### src/design/ulf_pkg.sv
// constants and states for the serial line format and status core
// assumes the 16x tick is derived inside the core from the system clock
`default_nettype none
package ulf_pkg;
    // register select offsets
    localparam logic [2:0] A_DATA = 3'h0;
    localparam logic [2:0] A_IEN = 3'h1;
    localparam logic [2:0] A_IID = 3'h2;
    localparam logic [2:0] A_FMT = 3'h3;
    localparam logic [2:0] A_MCTL = 3'h4;
    localparam logic [2:0] A_LFL = 3'h5;
    localparam logic [2:0] A_MFL = 3'h6;
    localparam logic [2:0] A_SCR = 3'h7;
    // serial_format_control fields
    localparam int FMT_STOPS = 2;
    localparam int FMT_PAR_EN = 3;
    localparam int FMT_EVEN = 4;
    localparam int FMT_STICK = 5;
    localparam int FMT_BREAK = 6;
    localparam int FMT_DIV = 7;
    // interrupt_enables fields
    localparam int IEN_RXD = 0;
    localparam int IEN_HOLD = 1;
    localparam int IEN_LINE = 2;
    localparam int IEN_MDM = 3;
    // interrupt_source_id codes
    localparam logic [2:0] ID_NONE = 3'h1;
    localparam logic [2:0] ID_LINE = 3'h6;
    localparam logic [2:0] ID_RXD = 3'h4;
    localparam logic [2:0] ID_HOLD = 3'h2;
    localparam logic [2:0] ID_MDM = 3'h0;
    // reset values
    localparam logic [7:0] FMT_RST = 8'h00;
    localparam logic [7:0] IEN_RST = 8'h00;
    localparam logic [15:0] DIV_RST = 16'h0001;
    localparam logic [3:0] MDM_RST = 4'hF;
    // 16x tick timing
    localparam logic [3:0] TICK_MID = 4'h7;
    localparam logic [3:0] TICK_LAST = 4'hF;
    localparam logic [5:0] STOP1_LAST = 6'h0F;
    localparam logic [5:0] STOP15_LAST = 6'h17;
    localparam logic [5:0] STOP2_LAST = 6'h1F;
    // receive buffer depth
    localparam int FIFO_DEPTH = 2;
    localparam logic [1:0] FIFO_FULL = 2'h2;

    typedef enum logic [2:0] {
        S_IDLE = 3'b000,
        S_START = 3'b001,
        S_DATA = 3'b010,
        S_PAR = 3'b011,
        S_STOP = 3'b100,
        S_BRK = 3'b101
    } ulf_state_t;
endpackage
`default_nettype wire

### src/design/ulf_line_core.sv
// serial line format, line status and interrupt identification core
// assumes bus strobes and serial input are synchronous to clk_i
`timescale 1ns/1ps
`default_nettype none
module ulf_line_core import ulf_pkg::*; (
    input wire logic clk_i,
    input wire logic sys_rst_i,
    input wire logic ce_i,
    input wire logic cs_i,
    input wire logic rd_i,
    input wire logic wr_i,
    input wire logic [2:0] addr_i,
    input wire logic [7:0] wdata_i,
    output logic [7:0] rdata_o,
    output logic intr_o,
    input wire logic serial_in_i,
    output logic serial_out_o,
    input wire logic [3:0] modem_n_i
);

    ////////////////////////////////////////////////////////////////////////
    // helpers
    function automatic logic [7:0] len_mask(input logic [7:0] f);
        len_mask = 8'hFF >> (2'h3 - f[1:0]);
    endfunction

    function automatic logic par_of(input logic [7:0] d, input logic [7:0] f);
        logic x;
        x = ^(d & len_mask(f));
        if (f[FMT_STICK]) begin
            par_of = ~f[FMT_EVEN];
        end else begin
            par_of = f[FMT_EVEN] ? x : ~x;
        end
    endfunction

    ////////////////////////////////////////////////////////////////////////
    // register bus decode
    logic [7:0] fmt_q, ien_q, scr_q, hold_q, tsr_q, rsh_q, rxbuf_q, rdata_q, lfl;
    logic [15:0] div_q, bcnt_q;
    logic tick_q, reload_q, intr_q, ser_out_q;
    logic dla, wr, rd, hold_wr, ien_wr, div_wr, rxbuf_rd, lfl_rd, iid_rd, mfl_rd;
    logic [2:0] iid_code, last_idx;

    assign dla = fmt_q[FMT_DIV];
    assign wr = cs_i & wr_i;
    assign rd = cs_i & rd_i;
    assign hold_wr = wr & (addr_i == A_DATA) & ~dla;
    assign ien_wr = wr & (addr_i == A_IEN) & ~dla;
    assign div_wr = wr & dla & ((addr_i == A_DATA) | (addr_i == A_IEN));
    assign rxbuf_rd = rd & (addr_i == A_DATA) & ~dla;
    assign lfl_rd = rd & (addr_i == A_LFL);
    assign iid_rd = rd & (addr_i == A_IID);
    assign mfl_rd = rd & (addr_i == A_MFL);
    assign last_idx = 3'h4 + {1'b0, fmt_q[1:0]};

    always_ff @(posedge clk_i or posedge sys_rst_i) begin
        if (sys_rst_i) begin
            fmt_q <= FMT_RST;
            ien_q <= IEN_RST;
            div_q <= DIV_RST;
            scr_q <= 8'h00;
        end else if (ce_i && wr) begin
            if (addr_i == A_DATA && dla) begin
                div_q[7:0] <= wdata_i;
            end else if (addr_i == A_IEN && dla) begin
                div_q[15:8] <= wdata_i;
            end else if (addr_i == A_IEN) begin
                ien_q <= {4'h0, wdata_i[3:0]};
            end else if (addr_i == A_FMT) begin
                fmt_q <= wdata_i;
            end else if (addr_i == A_SCR) begin
                scr_q <= wdata_i;
            end
        end
    end

    ////////////////////////////////////////////////////////////////////////
    // 16x tick from divisor, reloaded on any divisor write
    always_ff @(posedge clk_i or posedge sys_rst_i) begin
        if (sys_rst_i) begin
            bcnt_q <= DIV_RST;
            tick_q <= 1'b0;
            reload_q <= 1'b0;
        end else if (ce_i) begin
            reload_q <= div_wr;
            if (reload_q) begin
                bcnt_q <= div_q;
                tick_q <= 1'b0;
            end else if (bcnt_q <= 16'h0001) begin
                bcnt_q <= div_q;
                tick_q <= 1'b1;
            end else begin
                bcnt_q <= bcnt_q - 16'h0001;
                tick_q <= 1'b0;
            end
        end
    end

    ////////////////////////////////////////////////////////////////////////
    // receiver
    ulf_state_t rx_st_q;
    logic [3:0] rx_cnt_q;
    logic [2:0] rx_idx_q;
    logic rx_allz_q, rx_par_q, rx_smp, rx_end, brk_set, rx_push, par_set, frm_set;
    logic [7:0] rx_data;

    assign rx_smp = tick_q & (rx_cnt_q == TICK_LAST);
    assign rx_data = rsh_q >> (2'h3 - fmt_q[1:0]);
    assign rx_end = rx_smp & (rx_st_q == S_STOP);
    assign brk_set = rx_end & rx_allz_q & ~serial_in_i;
    assign rx_push = rx_end & ~brk_set;
    assign par_set = rx_push & fmt_q[FMT_PAR_EN] & (rx_par_q != par_of(rx_data, fmt_q));
    assign frm_set = rx_push & ~serial_in_i;

    always_ff @(posedge clk_i or posedge sys_rst_i) begin
        if (sys_rst_i) begin
            rx_st_q <= S_IDLE;
            rx_cnt_q <= 4'h0;
            rx_idx_q <= 3'h0;
            rx_allz_q <= 1'b0;
            rx_par_q <= 1'b0;
            rsh_q <= 8'h00;
        end else if (ce_i) begin
            case (rx_st_q)
                S_IDLE: begin
                    if (!serial_in_i) begin
                        rx_st_q <= S_START;
                        rx_cnt_q <= 4'h0;
                    end
                end
                S_START: begin
                    if (tick_q) begin
                        rx_cnt_q <= rx_cnt_q + 4'h1;
                        if (rx_cnt_q == TICK_MID) begin
                            rx_cnt_q <= 4'h0;
                            rx_idx_q <= 3'h0;
                            rx_allz_q <= 1'b1;
                            rx_st_q <= serial_in_i ? S_IDLE : S_DATA;
                        end
                    end
                end
                S_DATA, S_PAR, S_STOP: begin
                    if (tick_q) begin
                        rx_cnt_q <= rx_cnt_q + 4'h1;
                    end
                    if (rx_smp) begin
                        rx_allz_q <= rx_allz_q & ~serial_in_i;
                        if (rx_st_q == S_DATA) begin
                            rsh_q <= {serial_in_i, rsh_q[7:1]};
                            rx_idx_q <= rx_idx_q + 3'h1;
                            if (rx_idx_q == last_idx) begin
                                rx_st_q <= fmt_q[FMT_PAR_EN] ? S_PAR : S_STOP;
                            end
                        end else if (rx_st_q == S_PAR) begin
                            rx_par_q <= serial_in_i;
                            rx_st_q <= S_STOP;
                        end else begin
                            rx_st_q <= brk_set ? S_BRK : S_IDLE;
                        end
                    end
                end
                S_BRK: begin
                    if (serial_in_i) begin
                        rx_st_q <= S_IDLE;
                    end
                end
                default: begin
                    rx_st_q <= S_IDLE;
                end
            endcase
        end
    end

    ////////////////////////////////////////////////////////////////////////
    // two-entry receive buffer ahead of receive_buffer
    logic [7:0] fifo_q [FIFO_DEPTH];
    logic wp_q, rp_q, rdy_q, oe_q, par_err_q, frm_err_q, brk_q, f_full, push_ok, pop;
    logic [1:0] fcnt_q;

    assign f_full = (fcnt_q == FIFO_FULL);
    assign push_ok = rx_push & ~f_full;
    assign pop = (fcnt_q != 2'h0) & ~rdy_q;

    always_ff @(posedge clk_i) begin
        if (ce_i && push_ok) begin
            fifo_q[wp_q] <= rx_data;
        end
    end

    always_ff @(posedge clk_i or posedge sys_rst_i) begin
        if (sys_rst_i) begin
            wp_q <= 1'b0;
            rp_q <= 1'b0;
            fcnt_q <= 2'h0;
        end else if (ce_i) begin
            if (push_ok) begin
                wp_q <= ~wp_q;
            end
            if (pop) begin
                rp_q <= ~rp_q;
            end
            case ({push_ok, pop})
                2'b10: fcnt_q <= fcnt_q + 2'h1;
                2'b01: fcnt_q <= fcnt_q - 2'h1;
                default: fcnt_q <= fcnt_q;
            endcase
        end
    end

    always_ff @(posedge clk_i or posedge sys_rst_i) begin
        if (sys_rst_i) begin
            rxbuf_q <= 8'h00;
            rdy_q <= 1'b0;
            oe_q <= 1'b0;
            par_err_q <= 1'b0;
            frm_err_q <= 1'b0;
            brk_q <= 1'b0;
        end else if (ce_i) begin
            if (pop) begin
                rxbuf_q <= fifo_q[rp_q];
            end
            rdy_q <= pop | (rdy_q & ~rxbuf_rd);
            oe_q <= (rx_push & f_full) | (oe_q & ~lfl_rd);
            par_err_q <= par_set | (par_err_q & ~lfl_rd);
            frm_err_q <= frm_set | (frm_err_q & ~lfl_rd);
            brk_q <= brk_set | (brk_q & ~lfl_rd);
        end
    end

    ////////////////////////////////////////////////////////////////////////
    // transmitter
    ulf_state_t tx_st_q;
    logic [5:0] tx_cnt_q, stop_last;
    logic [2:0] tx_idx_q;
    logic tx_par_q, hold_empty_q, tx_idle, tx_load, tx_bit_end, tx_line;

    assign tx_idle = (tx_st_q == S_IDLE);
    assign tx_load = tx_idle & ~hold_empty_q;
    assign stop_last = !fmt_q[FMT_STOPS] ? STOP1_LAST :
        ((fmt_q[1:0] == 2'h0) ? STOP15_LAST : STOP2_LAST);
    assign tx_bit_end = tick_q & ((tx_st_q == S_STOP) ? (tx_cnt_q == stop_last) :
        (tx_cnt_q[3:0] == TICK_LAST));

    always_comb begin
        case (tx_st_q)
            S_START: tx_line = 1'b0;
            S_DATA: tx_line = tsr_q[0];
            S_PAR: tx_line = tx_par_q;
            default: tx_line = 1'b1;
        endcase
    end

    always_ff @(posedge clk_i or posedge sys_rst_i) begin
        if (sys_rst_i) begin
            hold_q <= 8'h00;
            hold_empty_q <= 1'b1;
        end else if (ce_i) begin
            if (hold_wr) begin
                hold_q <= wdata_i;
                hold_empty_q <= 1'b0;
            end else if (tx_load) begin
                hold_empty_q <= 1'b1;
            end
        end
    end

    always_ff @(posedge clk_i or posedge sys_rst_i) begin
        if (sys_rst_i) begin
            tx_st_q <= S_IDLE;
            tx_cnt_q <= 6'h00;
            tx_idx_q <= 3'h0;
            tx_par_q <= 1'b0;
            tsr_q <= 8'h00;
        end else if (ce_i) begin
            if (tx_load) begin
                tsr_q <= hold_q;
                tx_par_q <= par_of(hold_q, fmt_q);
                tx_st_q <= S_START;
                tx_cnt_q <= 6'h00;
            end else if (!tx_idle && tick_q) begin
                tx_cnt_q <= tx_bit_end ? 6'h00 : tx_cnt_q + 6'h01;
                if (tx_bit_end) begin
                    case (tx_st_q)
                        S_START: begin
                            tx_st_q <= S_DATA;
                            tx_idx_q <= 3'h0;
                        end
                        S_DATA: begin
                            tsr_q <= tsr_q >> 1;
                            tx_idx_q <= tx_idx_q + 3'h1;
                            if (tx_idx_q == last_idx) begin
                                tx_st_q <= fmt_q[FMT_PAR_EN] ? S_PAR : S_STOP;
                            end
                        end
                        S_PAR: tx_st_q <= S_STOP;
                        default: tx_st_q <= S_IDLE;
                    endcase
                end
            end
        end
    end

    always_ff @(posedge clk_i or posedge sys_rst_i) begin
        if (sys_rst_i) begin
            ser_out_q <= 1'b1;
        end else if (ce_i) begin
            ser_out_q <= fmt_q[FMT_BREAK] ? 1'b0 : tx_line;
        end
    end

    ////////////////////////////////////////////////////////////////////////
    // modem line change flags
    logic [3:0] mprev_q, mdelta_q, mchg, mset;

    assign mchg = modem_n_i ^ mprev_q;
    assign mset = {mchg[3], modem_n_i[2] & ~mprev_q[2], mchg[1], mchg[0]};

    always_ff @(posedge clk_i or posedge sys_rst_i) begin
        if (sys_rst_i) begin
            mprev_q <= MDM_RST;
            mdelta_q <= 4'h0;
        end else if (ce_i) begin
            mprev_q <= modem_n_i;
            mdelta_q <= mset | (mdelta_q & {4{~mfl_rd}});
        end
    end

    ////////////////////////////////////////////////////////////////////////
    // interrupt priority and identification
    logic hold_ip_q, int_line, int_rxd, int_hold, int_mdm, int_any, hold_ip_set;

    assign int_line = ien_q[IEN_LINE] & (oe_q | par_err_q | frm_err_q | brk_q);
    assign int_rxd = ien_q[IEN_RXD] & rdy_q;
    assign int_hold = ien_q[IEN_HOLD] & hold_ip_q;
    assign int_mdm = ien_q[IEN_MDM] & (mdelta_q != 4'h0);
    assign int_any = int_line | int_rxd | int_hold | int_mdm;
    assign hold_ip_set = tx_load | (ien_wr & wdata_i[IEN_HOLD] & ~ien_q[IEN_HOLD] & hold_empty_q);

    always_comb begin
        if (int_line) begin
            iid_code = ID_LINE;
        end else if (int_rxd) begin
            iid_code = ID_RXD;
        end else if (int_hold) begin
            iid_code = ID_HOLD;
        end else if (int_mdm) begin
            iid_code = ID_MDM;
        end else begin
            iid_code = ID_NONE;
        end
    end

    always_ff @(posedge clk_i or posedge sys_rst_i) begin
        if (sys_rst_i) begin
            hold_ip_q <= 1'b0;
            intr_q <= 1'b0;
        end else if (ce_i) begin
            hold_ip_q <= ~hold_wr & (hold_ip_set |
                (hold_ip_q & ~(iid_rd & (iid_code == ID_HOLD))));
            intr_q <= int_any;
        end
    end

    ////////////////////////////////////////////////////////////////////////
    // read path
    logic [7:0] rmux;

    assign lfl = {1'b0, hold_empty_q & tx_idle, hold_empty_q, brk_q, frm_err_q, par_err_q, oe_q, rdy_q};

    always_comb begin
        if (addr_i == A_DATA) begin
            rmux = dla ? div_q[7:0] : rxbuf_q;
        end else if (addr_i == A_IEN) begin
            rmux = dla ? div_q[15:8] : ien_q;
        end else if (addr_i == A_IID) begin
            rmux = {5'h00, iid_code};
        end else if (addr_i == A_FMT) begin
            rmux = fmt_q;
        end else if (addr_i == A_LFL) begin
            rmux = lfl;
        end else if (addr_i == A_MFL) begin
            rmux = {~modem_n_i, mdelta_q};
        end else if (addr_i == A_SCR) begin
            rmux = scr_q;
        end else begin
            rmux = 8'h00;
        end
    end

    always_ff @(posedge clk_i or posedge sys_rst_i) begin
        if (sys_rst_i) begin
            rdata_q <= 8'h00;
        end else if (ce_i && rd) begin
            rdata_q <= rmux;
        end
    end

    assign rdata_o = rdata_q;
    assign intr_o = intr_q;
    assign serial_out_o = ser_out_q;
endmodule
`default_nettype wire

### config.mk
export PLATFORM = sky130hd
export DESIGN_NAME = ulf_line_core
export DESIGN_NICKNAME = d
export VERILOG_FILES = /design/src/design/ulf_pkg.sv /design/src/design/ulf_line_core.sv
export SDC_FILE = /design/constraint.sdc
export NUM_CORES = 1
export LEC_CHECK = 0
export BUFFER_PORTS_ARGS = -buffer_cell sky130_fd_sc_hd__buf_4
export CORE_ASPECT_RATIO = 0.6
export CORE_MARGIN = 2
export CORE_UTILIZATION = 60
export DETAILED_ROUTE_END_ITERATION = 12
export PLACE_DENSITY = 0.78
export SLEW_MARGIN = 0
export SYNTH_ARGS = -nofsm -noshare
export SYNTH_HDL_FRONTEND = slang
export SYNTH_SLANG_ARGS = --single-unit
export TNS_END_PERCENT = 100
### constraint.sdc
create_clock -name clk_i -period 6.3 [get_ports clk_i]
set_clock_uncertainty 0.1 [all_clocks]
set_input_delay 1.26 -clock clk_i [delete_from_list [all_inputs] [get_ports clk_i]]
set_output_delay 1.26 -clock clk_i [all_outputs]
set_load 0.05 [all_outputs]
==> results of run 1 <==
## power by group
part           switching, mW  leakage [nW]  internal [mW]
clock network          0.426         0.315          0.686
registers              0.154          1.96           1.14
logic                  0.259          1.63          0.198
## metrics by stage
step                utilization, %  instances
floorplan                        -        807
global placement              64.5        968
detailed placement            64.5        968
CTS                           69.5       1000
global route                  69.5       1000
finish                        69.5       1000
## synthesized netlist by cell type (4+ instances only)
cell type / number
dfrtp_1: 132
nand2_1: 97
o21ai_0: 77
mux2_2: 65
nor2_1: 53
a21oi_1: 40
mux2i_1: 36
clkbuf_1: 28
nand3_1: 24
nor3_1: 21
xnor2_1: 20
inv_1: 18
edfxtp_1: 16
and3_1: 14
xor2_1: 12
nand2b_1: 10
o22ai_1: 9
dfstp_2: 8
nor2b_1: 8
ha_1: 7
nor4_1: 7
a22o_1: 6
buf_1: 6
buf_2: 6
o21ai_1: 6
a21oi_2: 4
a221oi_1: 4
a31oi_1: 4
nand4_1: 4
o21a_1: 4
or3_1: 4
## critical path, cell delays in order
cell,delay [ns]
buf_4,0.49
inv_1,0.37
nor2_1,0.25
nand3_1,0.13
nor2_1,0.58
mux2_2,0.41
## worst paths after layout
path                            slack [ns]  depth (start not counted)     endpoint
worst min-delay path                  0.38                          2     tsr_q[0]
worst min register to register        0.38                          2     tsr_q[0]
max in group asynchronous             4.08                          3    hold_q[7]
worst max-delay path                  2.98                          6     div_q[6]
min in group asynchronous             0.87                          2  tx_idx_q[0]
worst max register to register        3.19                          6   bcnt_q[14]
## logic make-up (layout without fill, tap and decap cells)
family,count (synthesis),in the layout,share of synthesized area (%)
multiplexers,103,103,14.0
AO/OA/AOI/OAI,187,187,13.8
AND/OR/NAND/NOR,260,260,15.2
flip-flops,156,156,49.1
buffers and inverters,62,85,3.38
adder cells (fa/ha/maj),7,7,1.08
XOR/XNOR,32,32,3.44
## metal layers
layer  up-vias  wire length (um)
met5         -                 0
met4         0               238
met3        29              1490
met2       261              8980
met1      3147              9640
li1       2918                 -
## layout make-up
cell class	count	area, um2
clock buffers	23	536
repair buffers	34	255
fillers	944	3990
inverters	19	76.3
multi-input cells	589	3870
clock inverters	9	119
flip-flops and latches	156	3990
well taps	170	213
==> qor.yml, run 1 <==
sta:
  tns_ns: 0
  worst_pin_slew_ns: 1.02
  hold_ws_ns: 0.379
  fin_crit_ns: 3.32
  fmax_mhz: 302
  max_slew_margin_pct: 31.6
  fin_ws_ns: 2.98
  rsz0062_at_grt: "no"
  slew_viol_final: 0
  final.period_utilization_pct: 52.6
  setup_viol: 0
  hold_viol_final: 0
synth:
  syn_avg_cell_area_um2: 10.1
  synth-async-reset-ratio_pct: 89.7
  ys_types: 64
  synth_seq_cells: 156
  synth_top_area_share_pct: 40.6
  syn_inst: 807
  synth_area_mm2: 0.00814
  netlist_top_cells_area: "dfrtp_1 41%, mux2_2 9.0%, edfxtp_1 5.9%"
  yosysWarnings: 0
  synth-seq-area-share_pct: 49.1
  yosysTopAreaCell: "dfrtp_1"
  synth_nets: 836
  synthFlopType: "dfrtp_1"
  synth_edf_count: 16
floorplanning:
  die_h_um: 94.2
  core_area_mm2: 0.0131
  num_rows: 32
  start_util_pct: 62.3
  num_io_pins: 32
  die-area_mm2: 0.0145
  die_w_um: 154
clocking:
  cts_setup_buffers: 0
  postCtsHoldBufs: 0
  clkTransAtPathRegs_ns: 0.06
  cts.sinks: 156
  cts_resized: 0
  cts_max_level: 4
  cts_max_path_buffers: 2
  cts_made_buffers: 17
  clockRootBuffer: "clkbuf_16"
  tritoncts: "done"
  clkLatencyLatePin_ns: 0.42
worst_setup_path:
  r2r-start: "bcnt_q[6]"
  cp-start-kind: "input pin"
  worstPathArrival_ns: 3.51
  startpoint: "ce_i"
  cp_max_fo: 58
  end_kind: "register"
  required_ns: 6.50
  crit_type: "input pin to register"
layout:
  antennaDiodeCount: 0
  final_area_mm2: 0.00907
  fin_nets: 846
  area_growth_pct: 11.4
  reg.largest.list: "bcnt_q (16), div_q (16), fifo_q (16)"
  final_cell_mix: "132 x dfrtp_1, 97 x nand2_1, 77 x o21ai_0"
  layout_commonest_cell: "dfrtp_1"
  drive_gt1_share_pct: 19.0
global_route:
  grt-busiest-layer: "met1"
  antenna_found_initial: 0
  grt_pass1_vias: 6039
  overflow: 0
  globalRouteMet1Util_pct: 43.6
  grt_usage_pct: 29.3
  use_met2_pct: 43.5
  grtUsageMet3_pct: 5.86
  grt_max_degree: 90
  grt_pass1_wl_mm: 32.6
detailed_routing:
  drtPass1Iterations: 5
  wl_per_cell_um: 20.3
  via_per_inst: 6.36
  drt_iter0_markers: 665
  drt_wl_total_mm: 20.3
  drc: 0
  via_count: 6355
  ant_nets: 0
outcome:
  outcome: "finished, final reports clean"
run:
  drv_cap: 0
min_path:
  hold_start: "tsr_q[0]"
  hold_class: "register to register"
pwr:
  irDropWorstVdd_uv: 180
  cellLeakagePower_nw: 3.91
  power_density_mw_per_mm2: 316
  power.total_mw: 2.86
placement:
  place_congestion: 0.980
  dpl_cell_area_mm2: 0.00841
  dpl.hpwl_mm: 14.0
  port_buffers: 31
  pre_cts_slack_ns: 2.67
No activity file was read; power rests on OpenSTA's default activity.
==> inputs of run 2 (changes only) <==
CORE_UTILIZATION = 56   (was 60)
PLACE_DENSITY = 0.76   (was 0.78)
clock period = 3 ns   (was 6.3 ns; I/O delays follow)
==> qor.yml, run 2 (synthesis results as in run 1) <==
detailed_routing:
  drc: 0  # unchanged
  ant_nets: 0  # unchanged
  wl_per_cell_um: 19.6  # -3.5%
  drt_wl_total_mm: 20.5  # +0.89%
  drtPass1Iterations: 5  # unchanged
  drt_iter0_markers: 544  # -18%
  via_count: 6399  # +0.69%
  via_per_inst: 6.12  # -3.6%
sta:
  hold_viol_final: 0  # unchanged
  tns_ns: 0  # unchanged
  final.period_utilization_pct: 89.0
  fmax_mhz: 374
  hold_ws_ns: 0.187  # -0.191 ns
  setup_viol: 0  # unchanged
  rsz0062_at_grt: "no"
  fin_crit_ns: 2.67
  worst_pin_slew_ns: 1.02  # -0.0000585 ns
  slew_viol_final: 0  # unchanged
  max_slew_margin_pct: 32.1  # +0.46 points
placement:
  port_buffers: 31  # unchanged
  place_congestion: 0.964  # -1.7%
  dpl.hpwl_mm: 14.9  # +6.6%
layout:
  reg.largest.list: "bcnt_q (16), div_q (16), fifo_q (16)"
  final_cell_mix: "132 x dfrtp_1, 97 x nand2_1, 77 x o21ai_0"
  drive_gt1_share_pct: 20.5  # +1.5 points
  final_core_util_pct: 64.0  # -5.5 points
  fillers: 1129  # +20%
  layout_commonest_cell: "dfrtp_1"
  area_growth_pct: 12.7
  fin_nets: 863  # +2.0%
  antennaDiodeCount: 0  # unchanged
run:
  drv_cap: 0  # unchanged
global_route:
  grt_usage_pct: 27.6  # -1.7 points
  grt-busiest-layer: "met1"
  use_met2_pct: 38.9  # -4.6 points
  grt_pass1_wl_mm: 33.1  # +1.7%
  grtUsageMet3_pct: 8.41  # +2.6 points
  antenna_found_initial: 0  # unchanged
  grt_max_degree: 53  # -41%
  globalRouteMet1Util_pct: 41.6  # -2.0 points
  overflow: 0  # unchanged
  grt_pass1_vias: 6092  # +0.88%
clocking:
  tritoncts: "done"
  cts.sinks: 156  # unchanged
  cts_resized: 0  # unchanged
  cts_setup_buffers: 0  # unchanged
  clockRootBuffer: "clkbuf_16"
  cts_made_buffers: 17  # unchanged
  postCtsHoldBufs: 0  # unchanged
  clkLatencyLatePin_ns: 0.43  # about the same
  cts_max_path_buffers: 2  # unchanged
  clkTransAtPathRegs_ns: 0.07  # about the same
  cts_max_level: 4  # unchanged
worst_setup_path:
  worstPathArrival_ns: 2.87  # -0.64 ns
  crit_type: "register to register"
  end_kind: "register"
  cp_max_fo: 15  # -74%
  required_ns: 3.20  # -3.30 ns
  rrSetupSlack_ns: 0.33  # -2.86 ns
  cp-start-kind: "register"
pwr:
  power_density_mw_per_mm2: 634  # +100%
  irDropWorstVdd_uv: 371  # +110%
  cellLeakagePower_nw: 3.96  # +1.4%
  power.total_mw: 5.81  # +100%
floorplanning:
  num_io_pins: 32  # unchanged
  die-area_mm2: 0.0155  # +6.9%
  die_h_um: 97.4  # +3.4%
  start_util_pct: 56.8  # -5.6 points
  num_rows: 34  # +6.3%
  die_w_um: 160  # +3.4%
  core_area_mm2: 0.0143  # +9.8%
min_path:
  hold_class: "input pin to asynchronous set/reset pin"
outcome:
  outcome: "finished, final reports clean"
==> run 2: cell count changes in the layout (fill, tap and decap cells not counted) <==
cell,delta
clkbuf_1,+1
clkbuf_8,-2
clkinv_4,-3
buf_12,+2
clkbuf_4,-1
inv_6,+4
inv_4,+1
inv_8,+3
buf_4,+15
clkbuf_16,-3
clkinvlp_4,+1
bufinv_16,-1
==> run 2: worst max-delay path: stages (launching register included) <==
cell and delay (ns):
dfstp_2 0.57, inv_1 0.05, ha_1 0.27, nor2_1 0.27, nor4_4 0.10, nor2_1 0.71, o21ai_0 0.21, a21oi_1 0.21
a21oi_1 0.05
==> run 2: path summary, 6_finish.rpt <==
| kind | from | depth (start not counted) | endpoint |
|---|---|---|---|
| setup reg to reg | bcnt_q[0] | 8 | bcnt_q[9] |
| max in group asynchronous | sys_rst_i | 3 | hold_empty_q |
| setup / recovery | bcnt_q[0] | 8 | bcnt_q[9] |
| hold / removal | sys_rst_i | 2 | tx_cnt_q[4] |
| min in group clk_i | modem_n_i[2] | 3 | mprev_q[2] |
| hold reg to reg | rdata_o[1] | 2 | rdata_o[1] |
==> run 2: per-stage QoR <==
step	cells	area, um2	setup WS (ns)
after floorplan	807	8140	0.557
after global placement	1013	8600	0.507
after detailed placement	1013	8600	0.409
after CTS	1045	9180	0.370
after global routing	1045	9180	0.0802
final	1045	9180	0.329
==> run 2: report_power, final <==
part / switching [mW] / total, mW / internal (mW)
combinational: 0.558 / 0.998 / 0.439
clock: 0.949 / 2.13 / 1.18
sequential: 0.297 / 2.69 / 2.39
total: 1.80 / 5.81 / 4.01
==> run 2: cell type report <==
class / instances / area, um2 / area share (%)
clock buffers: 18 / 429 / 4.68
clock inverters: 14 / 146 / 1.60
inverters: 19 / 75.1 / 0.818
multi-input cells: 589 / 3870 / 42.2
flip-flops and latches: 156 / 3990 / 43.5
well taps: 198 / 248 / 2.70
repair buffers: 51 / 408 / 4.45
==> run 2: routing by layer <==
layer / share of wire [%] / vias up
li1: - / 2957
met1: 47 / 3154
met2: 43 / 265
met3: 9.0 / 23
met4: 1.2 / 0
met5: 0 / -
